File: src/verilog/pstl_consts.svh
// Purpose: constants for the pilot scheme trip logic
// Assumes: 25 MHz clock, timers counted on a processing tick
// Notes:   times in microseconds, counts derived from the tick period
`ifndef PSTL_CONSTS_SVH
`define PSTL_CONSTS_SVH
// =====================================================================
// scheme select codes
`define PSTL_SCM_POTT      3'h1
`define PSTL_SCM_PUTT      3'h2
`define PSTL_SCM_BLK       3'h4
// =====================================================================
// timing: tick period and transient block figures
`define PSTL_TICK_US       1000
`define PSTL_TICK_CYC      (`PSTL_TICK_US * 25)
`define PSTL_GTB_PU_US     25000
`define PSTL_GTB_DO_US     30000
`define PSTL_GTB_PU_TICKS \
  ((`PSTL_GTB_PU_US + `PSTL_TICK_US - 1) / `PSTL_TICK_US)
`define PSTL_GTB_DO_TICKS \
  ((`PSTL_GTB_DO_US + `PSTL_TICK_US - 1) / `PSTL_TICK_US)
// trip delay and reversal guard, in ticks
`define PSTL_TD_PU_TICKS   4
`define PSTL_RG_PU_TICKS   2
`define PSTL_RG_DO_TICKS   3
`endif

File: src/verilog/pstl_pkg.sv
// Purpose: types for the pilot scheme trip logic
// Assumes: nothing beyond the consts header
// Notes:   element flags travel as one packed struct
package pstl_pkg;
  // =====================================================================
  // element flags from the measuring functions
  typedef struct packed {
    logic zone1;        // underreaching zone 1 operated
    logic overreach;    // any overreaching trip function operated
    logic dist_block;   // phase/ground distance blocking function
    logic ground_directional_overcurrent_block;   // ground directional overcurrent block
    logic gnd_blk_oc;   // ground block overcurrent, restrained
    logic gnd_blk_unr;  // ground block overcurrent, unrestrained
    logic neg_seq_blk;  // negative sequence block
    logic fault_det;    // fault detector
    logic oos_block;    // out-of-step blocking
  } pstl_elem_t;
  // scheme modes
  typedef enum logic [2:0] {
    PSTL_POTT = 3'h1,
    PSTL_PUTT = 3'h2,
    PSTL_BLOCKING_VARIANT_ONE = 3'h4,
    PSTL_BLOCKING_VARIANT_TWO = 3'h5,
    PSTL_BLOCKING_VARIANT_THREE = 3'h6
  } pstl_mode_t;
  typedef enum logic [1:0] {PSTL_TIDLE, PSTL_TPU, PSTL_THELD, PSTL_TDO} pstl_tstate_t;
endpackage : pstl_pkg

File: src/verilog/pstl_trip.sv
// Purpose: pilot scheme trip and transmitter keying logic
// Assumes: inputs synchronous to i_ref_clk, timers count processing ticks
// Notes:   backup stepped zones live outside this block
// Functional notes
// - overreach trips via comparator and keys transmitter
// - overreach comparator needs receiver one, no out-of-step
// - pickup timer delays comparator before trip
// - reversal guard timer works with trip delay
// - fault detector gates every trip
// - three-terminal overreach needs both receivers
// - breaker open keys transmitter; two breakers ANDed
// - underreach zone 1 trips directly, keys transmitter
// - underreach others need overreach plus receiver
// - three-terminal underreach ORs both receivers
// - breaker keying suppressed for underreach, two receivers
// - blocking: overreach inhibits blocking, stops carrier
// - blocking trip after coordination timer, no out-of-step
// - blocking: received signal removes trip permission
// - local block keys transmitter, blocks local trip
// - ground carrier start chosen by variant
// - ground block held 25 ms gets 30 ms dropout
// - distance block has same transient block timer
// - tripping functions override and reset distance blocking
// - three-terminal tones: receiver two joins receiver one
// - transmitter stop input turns transmitter off
// - pilot disable input disables all pilot logic
`timescale 1ns/1ns
`include "pstl_consts.svh"
module pstl_trip #(
  parameter int TICK_CYC   = `PSTL_TICK_CYC,     // clock cycles per tick
  parameter int TD_PU      = `PSTL_TD_PU_TICKS,  // trip delay pickup, ticks
  parameter int RG_PU      = `PSTL_RG_PU_TICKS,  // reversal guard pickup
  parameter int RG_DO      = `PSTL_RG_DO_TICKS,  // reversal guard dropout
  parameter int GTB_PU     = `PSTL_GTB_PU_TICKS, // ground block pickup
  parameter int GTB_DO     = `PSTL_GTB_DO_TICKS, // ground block dropout
  parameter int DTB_PU     = `PSTL_GTB_PU_TICKS, // distance block pickup
  parameter int DTB_DO     = `PSTL_GTB_DO_TICKS  // distance block dropout
) (
  // clock and reset
  input  wire logic           i_ref_clk,
  input  wire logic           i_rst,
  // settings
  input  wire pstl_pkg::pstl_mode_t i_scheme_select,
  input  wire logic           i_receiver_count_two,
  input  wire logic           i_two_breakers,
  // element flags
  input  wire pstl_pkg::pstl_elem_t i_elem,
  // contact converter inputs
  input  wire logic           i_breaker_open_input_a,
  input  wire logic           i_breaker_open_input_b,
  input  wire logic           i_receiver_input_one,
  input  wire logic           i_receiver_input_two,
  input  wire logic           i_transmitter_stop_input,
  input  wire logic           i_pilot_disable_input,
  // outputs
  output logic                o_pilot_trip,
  output logic                o_tx_key,
  output logic                o_carrier_start,
  output logic                o_carrier_stop,
  output logic                o_tick
);
  import pstl_pkg::*;

  // refuse settings the 24-bit tick and 8-bit timer counters cannot hold
  if (TICK_CYC < 1 || TICK_CYC > 16777216 || TD_PU < 1 ||
      GTB_PU < 1 || GTB_DO < 1 || DTB_PU < 1 || DTB_DO < 1 ||
      RG_PU < 0 || RG_DO < 0 || TD_PU > 255 || RG_PU > 255 ||
      RG_DO > 255 || GTB_PU > 255 || GTB_DO > 255 ||
      DTB_PU > 255 || DTB_DO > 255) begin : g_bad_timer
    $error("pstl_trip: timer setting out of range");
  end

  // =====================================================================
  // processing tick
  logic [23:0] tick_cnt_r;                 // cycles within one tick
  logic        tick_r;                     // one-cycle tick pulse

  // common tick for every scheme timer
  always_ff @(posedge i_ref_clk) begin
    if (i_rst) begin
      tick_cnt_r <= 24'h0;
      tick_r     <= 1'b0;
    end else if (tick_cnt_r == 24'(TICK_CYC - 1)) begin
      tick_cnt_r <= 24'h0;
      tick_r     <= 1'b1;
    end else begin
      tick_cnt_r <= tick_cnt_r + 24'h1;
      tick_r     <= 1'b0;
    end
  end

  // =====================================================================
  // mode decode
  logic pilot_on;                          // pilot logic enabled
  logic m_pott, m_putt, m_blk;             // scheme families
  assign pilot_on = !i_pilot_disable_input;
  assign m_pott   = pilot_on && (i_scheme_select == PSTL_POTT);
  assign m_putt   = pilot_on && (i_scheme_select == PSTL_PUTT);
  assign m_blk    = pilot_on && (i_scheme_select == PSTL_BLOCKING_VARIANT_ONE ||
                                 i_scheme_select == PSTL_BLOCKING_VARIANT_TWO ||
                                 i_scheme_select == PSTL_BLOCKING_VARIANT_THREE);

  // =====================================================================
  // receiver combination
  logic rx_perm;                           // permissive receiver term
  logic rx_block;                          // received blocking signal
  always_comb begin
    if (!i_receiver_count_two)
      rx_perm = i_receiver_input_one;
    else if (m_putt)                       // one end may see zone 1
      rx_perm = i_receiver_input_one || i_receiver_input_two;
    else
      rx_perm = i_receiver_input_one && i_receiver_input_two;
  end
  assign rx_block = i_receiver_input_one ||
                    (i_receiver_count_two && i_receiver_input_two);

  // =====================================================================
  // pickup/dropout timers: one shared counter form
  logic [7:0] rg_pu_r, rg_do_r;            // reversal guard counts
  logic       rg_out_r;                    // reversal guard output
  logic [7:0] td_cnt_r;                    // trip delay count
  logic       td_out_r;                    // trip delay output
  logic       perm_cmp, blk_cmp, cmp_in;   // comparator outputs

  // reversal guard on the overreach path: pickup then dropout
  always_ff @(posedge i_ref_clk) begin
    if (i_rst) begin
      rg_pu_r  <= 8'h0;
      rg_do_r  <= 8'h0;
      rg_out_r <= 1'b0;
    end else if (tick_r) begin
      if (i_elem.overreach) begin
        rg_do_r <= 8'h0;
        if (rg_pu_r >= 8'(RG_PU)) rg_out_r <= 1'b1;
        else rg_pu_r <= rg_pu_r + 8'h1;
      end else begin
        rg_pu_r <= 8'h0;
        if (rg_do_r >= 8'(RG_DO)) rg_out_r <= 1'b0;
        else rg_do_r <= rg_do_r + 8'h1;
      end
    end
  end

  // permissive comparator: overreach, receiver, no out-of-step
  assign perm_cmp = (m_pott || m_putt) && i_elem.overreach && rg_out_r &&
                    rx_perm && !i_elem.oos_block;

  // =====================================================================
  // blocking side: transient block timers
  logic [7:0] gtb_pu_r, gtb_do_r;          // ground block timer counts
  logic       gtb_held_r;                  // ground block extended
  logic [7:0] dtb_pu_r, dtb_do_r;          // distance block counts
  logic       dtb_held_r;                  // distance block extended
  logic       dist_blk_eff;                // inhibited distance block
  logic       gnd_start;                   // ground carrier start
  logic       local_block;                 // any local block function

  // tripping functions inhibit the distance blocking functions
  assign dist_blk_eff = i_elem.dist_block && !i_elem.overreach;

  // ground start chosen by variant
  always_comb begin
    case (i_scheme_select)
      PSTL_BLOCKING_VARIANT_ONE: gnd_start = i_elem.gnd_blk_oc && i_elem.neg_seq_blk;
      PSTL_BLOCKING_VARIANT_TWO: gnd_start = i_elem.fault_det;
      PSTL_BLOCKING_VARIANT_THREE: gnd_start = i_elem.gnd_blk_unr;
      default:   gnd_start = 1'b0;
    endcase
  end

  // ground block: whole ticks counted, so neither span falls short
  always_ff @(posedge i_ref_clk) begin
    if (i_rst) begin
      gtb_pu_r   <= 8'h0;
      gtb_do_r   <= 8'h0;
      gtb_held_r <= 1'b0;
    end else if (tick_r) begin
      if (i_elem.ground_directional_overcurrent_block) begin
        gtb_do_r <= 8'h0;
        if (gtb_pu_r >= 8'(GTB_PU)) gtb_held_r <= 1'b1;
        else gtb_pu_r <= gtb_pu_r + 8'h1;
      end else begin
        gtb_pu_r <= 8'h0;
        if (gtb_do_r >= 8'(GTB_DO)) gtb_held_r <= 1'b0;
        else if (gtb_held_r) gtb_do_r <= gtb_do_r + 8'h1;
      end
    end
  end

  // distance block: same shape, reset by tripping functions
  always_ff @(posedge i_ref_clk) begin
    if (i_rst || i_elem.overreach) begin
      dtb_pu_r   <= 8'h0;
      dtb_do_r   <= 8'h0;
      dtb_held_r <= 1'b0;
    end else if (tick_r) begin
      if (dist_blk_eff) begin
        dtb_do_r <= 8'h0;
        if (dtb_pu_r >= 8'(DTB_PU)) dtb_held_r <= 1'b1;
        else dtb_pu_r <= dtb_pu_r + 8'h1;
      end else begin
        dtb_pu_r <= 8'h0;
        if (dtb_do_r >= 8'(DTB_DO)) dtb_held_r <= 1'b0;
        else if (dtb_held_r) dtb_do_r <= dtb_do_r + 8'h1;
      end
    end
  end

  assign local_block = dist_blk_eff || dtb_held_r ||
                       i_elem.ground_directional_overcurrent_block || gtb_held_r;

  // blocking comparator: no received block, no local block
  assign blk_cmp = m_blk && i_elem.overreach && !rx_block &&
                   !local_block && !i_elem.oos_block;

  assign cmp_in = perm_cmp || blk_cmp;

  // =====================================================================
  // trip delay timer: pickup on the comparator output
  always_ff @(posedge i_ref_clk) begin
    if (i_rst || !cmp_in) begin
      td_cnt_r <= 8'h0;
      td_out_r <= 1'b0;
    end else if (tick_r) begin
      if (td_cnt_r >= 8'(TD_PU - 1)) td_out_r <= 1'b1;
      else td_cnt_r <= td_cnt_r + 8'h1;
    end
  end

  // =====================================================================
  // outputs
  logic trip_nxt, key_nxt, start_nxt, stop_nxt;
  logic brk_open;                          // line open indication

  assign brk_open = i_two_breakers ?
                    (i_breaker_open_input_a && i_breaker_open_input_b) :
                    i_breaker_open_input_a;

  // combine trip and channel keying
  always_comb begin
    trip_nxt  = ((td_out_r && cmp_in) || (m_putt && i_elem.zone1)) &&
                i_elem.fault_det;
    key_nxt   = 1'b0;
    start_nxt = 1'b0;
    stop_nxt  = 1'b0;
    if (m_pott || m_putt) begin
      key_nxt = i_elem.overreach || (m_putt && i_elem.zone1) ||
                (brk_open && !(m_putt && i_receiver_count_two));
    end else if (m_blk) begin
      start_nxt = (local_block || gnd_start) && !i_elem.overreach;
      stop_nxt  = i_elem.overreach;
      key_nxt   = start_nxt;
    end
    if (i_transmitter_stop_input) begin
      key_nxt   = 1'b0;
      start_nxt = 1'b0;
      stop_nxt  = m_blk;
    end
  end

  // registered outputs
  always_ff @(posedge i_ref_clk) begin
    if (i_rst) begin
      o_pilot_trip    <= 1'b0;
      o_tx_key        <= 1'b0;
      o_carrier_start <= 1'b0;
      o_carrier_stop  <= 1'b0;
    end else begin
      o_pilot_trip    <= trip_nxt;
      o_tx_key        <= key_nxt;
      o_carrier_start <= start_nxt;
      o_carrier_stop  <= stop_nxt;
    end
  end
  assign o_tick = tick_r;
endmodule : pstl_trip
File: config.mk
export PLATFORM = sky130hd
export DESIGN_NAME = pstl_trip
export DESIGN_NICKNAME = d
export VERILOG_FILES = /design/src/verilog/pstl_pkg.sv /design/src/verilog/pstl_trip.sv
export VERILOG_INCLUDE_DIRS = /design/src /design/src/verilog
export SDC_FILE = /design/constraint.sdc
export NUM_CORES = 1
export LEC_CHECK = 0
export ABC_CLOCK_PERIOD_IN_PS = 2100
export BUFFER_PORTS_ARGS = -buffer_cell sky130_fd_sc_hd__clkbuf_2
export CORE_MARGIN = 4
export CORE_UTILIZATION = 50
export CTS_CLUSTER_DIAMETER = 120
export DETAILED_ROUTE_END_ITERATION = 12
export GPL_TIMING_DRIVEN = 0
export HOLD_SLACK_MARGIN = 0.12
export PLACE_DENSITY = 0.68
export SYNTH_ARGS = -nofsm -noshare
export SYNTH_HDL_FRONTEND = slang
export SYNTH_SLANG_ARGS = --single-unit
File: constraint.sdc
create_clock -name i_ref_clk -period 2.1 [get_ports i_ref_clk]
set_input_delay 0.105 -clock i_ref_clk [delete_from_list [all_inputs] [get_ports i_ref_clk]]
set_output_delay 0.105 -clock i_ref_clk [all_outputs]
set_load 0.05 [all_outputs]
After elaboration in Yosys (flattened, before gate mapping). Cells that the tools add are included.

Output and inout bits: 5. Bits in registers: 89. Input port bits: 22.

Order comparisons: 7. Bitwise logic cells: 1. Equality and inequality tests: 15. Reductions and logical operators: 63. Add/sub/neg operators: 8. Muxes and demuxes: 33.

Operators with widths (number): 2-to-1 mux 8 bit (14); adder 8 x 1 -> 8 bit, second input constant (7); >= comparator 8 x 5 -> 1 bit, second input constant (4); adder 24 x 1 -> 24 bit, second input constant (1); == test 24 x 15 -> 1 bit, second input constant (1); >= comparator 8 x 2 -> 1 bit, second input constant (3); logical AND 1 bit (22); 2-to-1 mux 1 bit (18); logical OR 1 bit (15); AND reduction 3 bit (5); != test 2 bit, second input constant (6); AND reduction 2 bit (6); nonzero test 2 bit (5); == test 3 bit, second input constant (3); zero test 1 bit (7); != test 2 x 1 -> 1 bit, second input constant (3); OR reduction 2 bit (2); == test 3 x 1 -> 1 bit, second input constant (1); == test 3 x 2 -> 1 bit, second input constant (1); case mux 1 bit (3 select lines) (1); OR reduction 3 bit (1); inverter 1 bit (1).

Longest topological paths before layout. Gate-level depths: netlist of run 1.

Depth in word-level cells: 12. Depth in mapped cells: 6.

Least setup slack after synthesis of run 1. Ideal clock, no wire load.

Kind: register to register. Start: register tick_cnt_r[0]. End: register tick_cnt_r[14]. Cell stages (with the launch flop): 7. Arrival time: 1.783 ns. Slack: 0.251 ns. Period minus slack after synthesis: 1.849 ns. Library setup time: 0.066 ns. Path through: dfxtp_1 ha_1 nand3_2 or4_4 buf_6 or3_4 a21oi_2.

Word-level cells in the longest chain between the ends: 2.

Ends and longest elaborated chain: start, declared (line pstl_trip.sv:75) `logic [23:0] tick_cnt_r;`; start signal, assigned (line pstl_trip.sv:87) `tick_cnt_r <= tick_cnt_r + 24'h1;`; parallel branches: the longest is 2 deep, another holds adder 24 x 1 -> 24 bit.

Several ways; the timed one is not identified. A chain may end at the register's enable or synchronous reset.

Worst setup path after layout of run 1. Same ends and word-level chain as after synthesis.

==> impl_results.md, run 1 <==
- Status: completed
- Setup CP Type: reg2reg
- Worst R2R Start: tick_cnt_r[0]
- Post-Synthesis Cells: 460
- Relative slew slack: 0.556
- Post-Syn Area: 4070 µm²
- First-pass GRT wire length: between 10000 and 15000 µm
- Cts bufs inserted: 9
- Via count: 3403
- Clock Latency Late Sink: 350 ps
- Max-slew violations: 0
- Critical Path Sink Type: flop
- Worst-path fanout max: 10
- Starting Density: 0.521
- Placer Congestion: about 0.8
- Bufs on Longest Clock Path: 2
- DIE AREA: 9640 µm²
- CTS sink count: 89
- Clk root buf: clkbuf_8
- Share of layout cells above drive strength 1: 0.111
- Critical Path RT: 2400 ps
- Worst-path clk slew: ~90 ps
- Max Clk Rate: around 0.5 GHz
- Ports: 27
- DP HPWL: 6410 µm
- MaxCap Viol Count: 0
- CTS tree: yes
- Max VDD drop: 0.000378 V
- Hold WS: 141 ps
- PwrDens: 660 nW/µm²
- EDFF count, synth: 0
- Top-count cell post-synth: dfxtp_1
- # DRC: 0
- Nets: 538
- Logic pwr share: 0.044
- Final period util: 0.948
- Drt initial violations: 140
- R2R Setup Slk: 110 ps
- Top cells by area, synth: dfxtp_1 (44%), ha_1 (4.6%), a21oi_1 (4.6%)
- RSZ-0062 raised after global routing: no
- Worst EP arrival: 2290 ps
- Sequential share of the synthesized area: 0.438
- Post-Route WL: slightly below 9000 µm
- Crit path depth: 6
- Worst path cell trace: ha_1 -> nand3_2 -> or4_4 -> buf_6 -> or3_4 -> a21oi_2
- Reg2reg path depth: 6
- Crit-path slowest cell: or4_4
- Startpoint types: flop
- Worst path top cell family by delay: simple AND/OR/NAND/NOR gates
- CP bufs+invs: 1
- 1st-pass router iterations: 4
- Launch point of the worst path: tick_cnt_r[0]
- Switching power: 0.711 mW
- Die height: slightly below 100 µm
- Internal: 2.29 mW
- Clock share of power: 0.391
- #FFs+latches synth: 89
- Largest net degree at the start of global routing: 16
- Number of global-route vias before repair: 3175
- Port bufs: 26
- Die Width: 98.2 µm
- Synth Warn #: 0
- Synth top cells by count: dfxtp_1 (89), a21oi_1 (37), nand2_1 (28)
- Post-synth top flop: dfxtp_1
- H-tree depth: 3
- Antenna diodes: 0
- Fin Clk Skew: 10.5 ps
- Flop pwr share: 0.564
- Syn_nets: between 400 and 500
- Routed Antenna Nets: 0
- LEAKAGE: around 1.7 nW
- Worst hold-check path type: in2reg
- Minimum clock period: 1990 ps
- Worst-Margin Slew: 663 ps
- Synth top area share: 0.438
- Distinct cell type count of the synthesized netlist: 60
- Critical Path End: tick_cnt_r[14]
- Yosys top cell by area: dfxtp_1
- Number of setup violations in the final report: 0
- Wire length per cell: 14.3 µm
- Initial antenna violation count: 0
- Hold Violations, Final: 0
- Core area: between 7000 and 8000 µm²
- Area Overhead vs Synth: 12.1%
- Row count: 32
- Via-per-instance ratio: ~5.6
- RR Endpoint: tick_cnt_r[14]
- Avg Inst Size Synth: 8.84 µm²
- Global route overflow: 0
- Post-synth ARST share: 0
- Total Neg Setup Slack: 0 ps
- Total track usage: 0.186
- Max incr delay on CP: 550 ps
- Sw frac: 0.237
area by class of cell:
cell class | count | area (µm²)
Sequential cell | 89 | 1780
Multi-Input combinational cell | 333 | 2120
Clock inverter | 6 | 67.6
Fill cell | 724 | 3250
Timing Repair Buffer | 30 | 170
Tap cell | 102 | 128
Buffer | 13 | 66.3
Inverter | 25 | 93.8
Clock buffer | 10 | 128
cells by family (layout without fill, tap and decap cells):
family | after synthesis | after routing | share of synthesized area
adders and majority gates | 15 | 15 | 0.0462
DFF | 89 | 89 | 0.438
muxes | 7 | 7 | 0.0172
and+or+nand+nor | 188 | 188 | 0.260
AOI/OAI and AO/OA | 111 | 111 | 0.173
xor gates and xnor gates | 12 | 12 | 0.0259
buffers and inverters | 38 | 84 | 0.0394
state kept, by name (all words and copies together) (netlist names), 8 cells and up:
signal and flops:
dtb_do_r 8, dtb_pu_r 8, gtb_do_r 8, gtb_pu_r 8, rg_do_r 8, rg_pu_r 8
td_cnt_r 8, tick_cnt_r 24
tightest hold or removal path, stage by stage:
cell and delay (ps):
clkbuf_2 130, nand2_1 80, and3_1 150
worst min-delay path by stage:
stage / from / end / depth (start not counted)
5_1_grt: i_elem[6] / dtb_do_r[5] / 3
6_report: i_elem[6] / dtb_do_r[5] / 3
4_1_cts: i_elem[6] / dtb_do_r[5] / 3
2_1_floorplan: i_transmitter_stop_input / o_carrier_stop / 1
3_3_place_gp: i_transmitter_stop_input / o_carrier_stop / 2
3_5_place_dp: i_transmitter_stop_input / o_carrier_stop / 2
layout by cell type (no fill, tap or decap), types with 14 or more instances in the layout:
cell,synthesis,routed
dfxtp_1,89,89
a21oi_1,37,37
nand2_1,28,28
clkbuf_2,0,26
inv_1,25,25
nor2_1,25,25
o21ai_0,25,24
nand3_1,20,20
and2_1,20,20
ha_1,15,15
and3_1,14,14
metal layers:
layer | up-vias | routed length, µm | share of wire | track usage
met1 | 1572 | 4320 | 0.49 | 0.249
met2 | 61 | 3990 | 0.46 | 0.302
li1 | 1762 | - | - | -
met5 | - | 0 | 0 | 0
met4 | 0 | 98 | 0.011 | 0.0567
met3 | 8 | 319 | 0.037 | 0.0386
power groups by stage:
stage	sequential [mW]	combinational (mW)	clock (mW)
5_1_grt	1.70	0.149	1.28
3_3_place_gp	1.74	0.126	0
2_1_floorplan	1.74	0.0657	0
6_report	1.70	0.133	1.18
4_1_cts	1.70	0.134	1.21
3_5_place_dp	1.74	0.129	0
timing repair:
action	4_1_cts	5_1_grt
hold endpoints to repair	4	0
endpoints found under the setup margin	0	1
resized for setup	0	1
hold buffers	4	0
setup buffers	0	0
per-stage QoR:
step	worst slack [ps]	total power [mW]	instances	area, µm²	util
2_1_floorplan	251	1.81	460	4070	-
3_3_place_gp	139	1.86	588	4320	0.554
3_5_place_dp	124	1.87	588	4320	0.554
4_1_cts	102	3.04	608	4560	0.584
5_1_grt	16.0	3.13	608	4560	0.584
6_report	109	3.01	608	4560	0.584
No activity file was read; power rests on OpenSTA's default activity.
==> inputs of run 2 (changes only) <==
--- a/config.mk
+++ b/config.mk
@@ -6,13 +6,14 @@
 export SDC_FILE = /design/constraint.sdc
 export NUM_CORES = 1
 export LEC_CHECK = 0
+export ABC_AREA = 1
 export ABC_CLOCK_PERIOD_IN_PS = 2100
 export BUFFER_PORTS_ARGS = -buffer_cell sky130_fd_sc_hd__clkbuf_2
+export CORE_ASPECT_RATIO = 0.5
 export CORE_MARGIN = 4
 export CORE_UTILIZATION = 50
 export CTS_CLUSTER_DIAMETER = 120
 export DETAILED_ROUTE_END_ITERATION = 12
-export GPL_TIMING_DRIVEN = 0
 export HOLD_SLACK_MARGIN = 0.12
 export PLACE_DENSITY = 0.68
 export SYNTH_ARGS = -nofsm -noshare
==> run 2 against run 1 <==
  * Die area grew 7.5%
  * Largest cell class unchanged
  * Highest routed layer unchanged
  * Maximum frequency grew 1.5%
  * Non-clock buffer count shrank 6
==> impl_results.md, run 2 <==
- Status: completed
- Port bufs: 26 (unchanged)
- Post-synth ARST share: 0 (unchanged)
- H-tree depth: 3 (unchanged)
- Max incr delay on CP: 570 ps (+20 ps)
- Worst-path clk slew: 60 ps (-30 ps)
- PwrDens: 671 nW/µm² (+1.8%)
- Fin Clk Skew: 4.86 ps (-5.67 ps)
- CTS tree: yes
- MaxCap Viol Count: 0 (unchanged)
- Ports: 27 (unchanged)
- Final cell count without fillers: 768 (+26%)
- Post-Route WL: 8870 µm (+1.7%)
- Top cells by area, synth: dfxtp_1 (41%), nand2_1 (12%), nor2_1 (8.5%)
- Via-per-instance ratio: 4.87 (-13%)
- Final Worst Setup Slack: 138 ps (+29.4 ps)
- Hold path cells: 4 (+1)
- Die Width: 140 µm (+43%)
- Number of setup violations in the final report: 0 (unchanged)
- Hold WS: 131 ps (-10.4 ps)
- Max VDD drop: 0.000411 V (+8.9%)
- Core area: 8230 µm² (+5.4%)
- Worst-Margin Slew: 511 ps (-151 ps)
- Clock Latency Late Sink: 340 ps (about the same)
- First-pass GRT wire length: 15700 µm (+5.2%)
- Nets: 688 (+28%)
- Sw frac: 0.222 (-0.0147)
- Total track usage: 0.186 (about the same)
- Most frequent cells in the layout: nand2_1 (139), nor2_1 (99), dfxtp_1 (89)
- Distinct cell type count of the synthesized netlist: 34 (-43%)
- Top-count cell post-synth: nand2_1
- Initial antenna violation count: 0 (unchanged)
- Sequential share of the synthesized area: 0.409 (-0.0293)
- Bufs on Longest Clock Path: 2 (unchanged)
- CTS sink count: 89 (unchanged)
- Critical Path RT: 2380 ps (-20 ps)
- Clk root buf: clkbuf_16
- Syn_nets: 651 (+31%)
- RR Endpoint: o_pilot_trip
- Routed Antenna Nets: 0 (unchanged)
- Hold Violations, Final: 0 (unchanged)
- Switching power: 0.734 mW (+3.2%)
- Wire length per cell: 11.5 µm (-20%)
- Worst path top cell family by delay: buffers and inverters
- R2R Setup Slk: 320 ps (+210 ps)
- Relative slew slack: 0.657 (+0.101)
- Drt initial violations: 183 (+31%)
- Number of global-route vias before repair: 3557 (+12%)
- Synth Warn #: 0 (unchanged)
- Worst-path fanout max: 3 (-7)
- Worst hold-check path type: in2reg
- Largest Register: tick_cnt_r
- Synth top cells by count: nand2_1 (139), nor2_1 (99), dfxtp_1 (89)
- DP HPWL: 6470 µm (+1.0%)
- 1st-pass router iterations: 5 (+1)
- Most common cell after layout, fill and taps aside: nand2_1
- Yosys top cell by area: dfxtp_1
- Worst R2R Start: gtb_held_r
- Post-Synthesis Cells: 614 (+33%)
- Dpl ws: 484 ps (+361 ps)
- Share of layout cells above drive strength 1: 0.107 (-0.00396)
- LEAKAGE: 1.95 nW (+18%)
- Placer Congestion: 0.960 (+21%)
- Hold Crit Start: i_elem[0]
- Startpoint types: primary input
- RSZ-0062 raised after global routing: no
- Hold path endpoint: td_cnt_r[0]
- Setup CP Type: in2reg
- Synth top area share: 0.409 (-0.0293)
- Crit-path slowest cell: dlygate4sd3_1
- Max-slew violations: 0 (unchanged)
- Flop pwr share: 0.514 (-0.050)
- Clock share of power: 0.446 (+0.055)
- Max FFs per register: 24 (unchanged)
- Area Overhead vs Synth: 13.1%
- Antenna diodes: 0 (unchanged)
- Final period util: 0.934 (-0.0140)
- Starting Density: 0.529 (+0.00867)
- Reg2reg path depth: 8 (+2)
- Critical Path Sink Type: flop
- CP bufs+invs: 4 (+3)
- DIE AREA: 10400 µm² (+7.5%)
- EDFF count, synth: 0 (unchanged)
- Post-synth top flop: dfxtp_1
- Post-Syn Area: 4360 µm² (+7.2%)
- Cts bufs inserted: 9 (unchanged)
- Row count: 23 (-28%)
- Largest net degree at the start of global routing: 29 (+13)
- # DRC: 0 (unchanged)
- Minimum clock period: 1960 ps (-29.4 ps)
- Design Power: 3.31 mW (+10%)
- #FFs+latches synth: 89 (unchanged)
- Internal: 2.57 mW (+12%)
- Global route overflow: 0 (unchanged)
- Total Neg Setup Slack: 0 ps (unchanged)
- Die height: 74.0 µm (-25%)
- Via count: 3742 (+10%)
- Max Clk Rate: 0.510 GHz (+1.5%)
- Worst EP arrival: 2250 ps (-40 ps)
- DP Cell Count: 746 (+27%)
- Setup bufs post-CTS: 0 (unchanged)
- Worst path cell trace: dlygate4sd3_1 -> clkbuf_2 -> nor2_1 -> inv_1 -> a21oi_1 -> nand3_1 -> nand2_2 -> nand3_1 -> a21oi_1 -> dlygate4sd3_1
- Logic pwr share: 0.040 (-0.004)
- Avg Inst Size Synth: 7.10 µm² (-20%)
## run 2: repair_timing
action | in CTS | in global routing
setup endpoints to repair | 0 | 0
resized for setup | 0 | 0
endpoints found under the hold margin | 4 | 0
hold buffers | 6 | 0
## run 2: final cells by class
cell class              instances  area (µm²)
clock inverters                 4        28.8
inverters                      80         303
fillers                       797        3300
flip-flops and latches         89        1780
multi-input cells             434        2200
repair buffers                 37         228
well taps                     112         140
clock buffers                  12         246
## run 2: logic make-up after synthesis
logic type | synth area share
AND/OR/NAND/NOR | 0.347
buffers and inverters | 0.0859
flip-flops | 0.409
AO/OA/AOI/OAI | 0.0827
XOR/XNOR | 0.0322
adder cells (fa/ha/maj) | 0.0431
## run 2: how the worst max path moves through the flow
stage / startpoint / endpoint / slack, ps / depth (start not counted)
5_1_grt: i_pilot_disable_input / o_pilot_trip / 10 / 10
4_1_cts: i_pilot_disable_input / o_pilot_trip / 160 / 10
6_report: i_pilot_disable_input / o_pilot_trip / 140 / 10
3_5_place_dp: dtb_pu_r[0] / dtb_pu_r[1] / 480 / 10
2_1_floorplan: o_tick / gtb_do_r[0] / 480 / 5
3_3_place_gp: dtb_pu_r[0] / dtb_pu_r[1] / 520 / 10
## run 2: power by group through the flow
| stage | logic (mW) | clock network [mW] | registers (mW) |
|---|---|---|---|
| 3_3_place_gp | 0.126 | 0 | 1.74 |
| 6_report | 0.133 | 1.48 | 1.70 |
| 3_5_place_dp | 0.126 | 0 | 1.74 |
| 4_1_cts | 0.134 | 1.52 | 1.70 |
| 2_1_floorplan | 0.0766 | 0 | 1.74 |
| 5_1_grt | 0.148 | 1.59 | 1.70 |
## run 2: through the flow
| step | utilization | cell area [µm²] |
|---|---|---|
| 6_report | 0.599 | 4930 |
| 5_1_grt | 0.599 | 4930 |
| 4_1_cts | 0.599 | 4930 |
| 3_5_place_dp | 0.558 | 4590 |
| 3_3_place_gp | 0.558 | 4590 |
| 2_1_floorplan | - | 4360 |
## run 2: worst reg2reg max path: stages, from the launching register on
cell and delay [ps]:
dfxtp_1 310, nor2_1 190, inv_1 100, nor2_4 150
nand3_2 80, nand2_2 110, nand3_1 80, a21oi_1 150
dlygate4sd3_1 570
## run 2: metal layers
metal / track usage / wire length, µm / vias up
met4: 0.0623 / 71 / 0
li1: - / - / 2026
met5: 0 / 0 / -
met2: 0.318 / 3980 / 54
met3: 0.0495 / 360 / 10
met1: 0.234 / 4450 / 1652
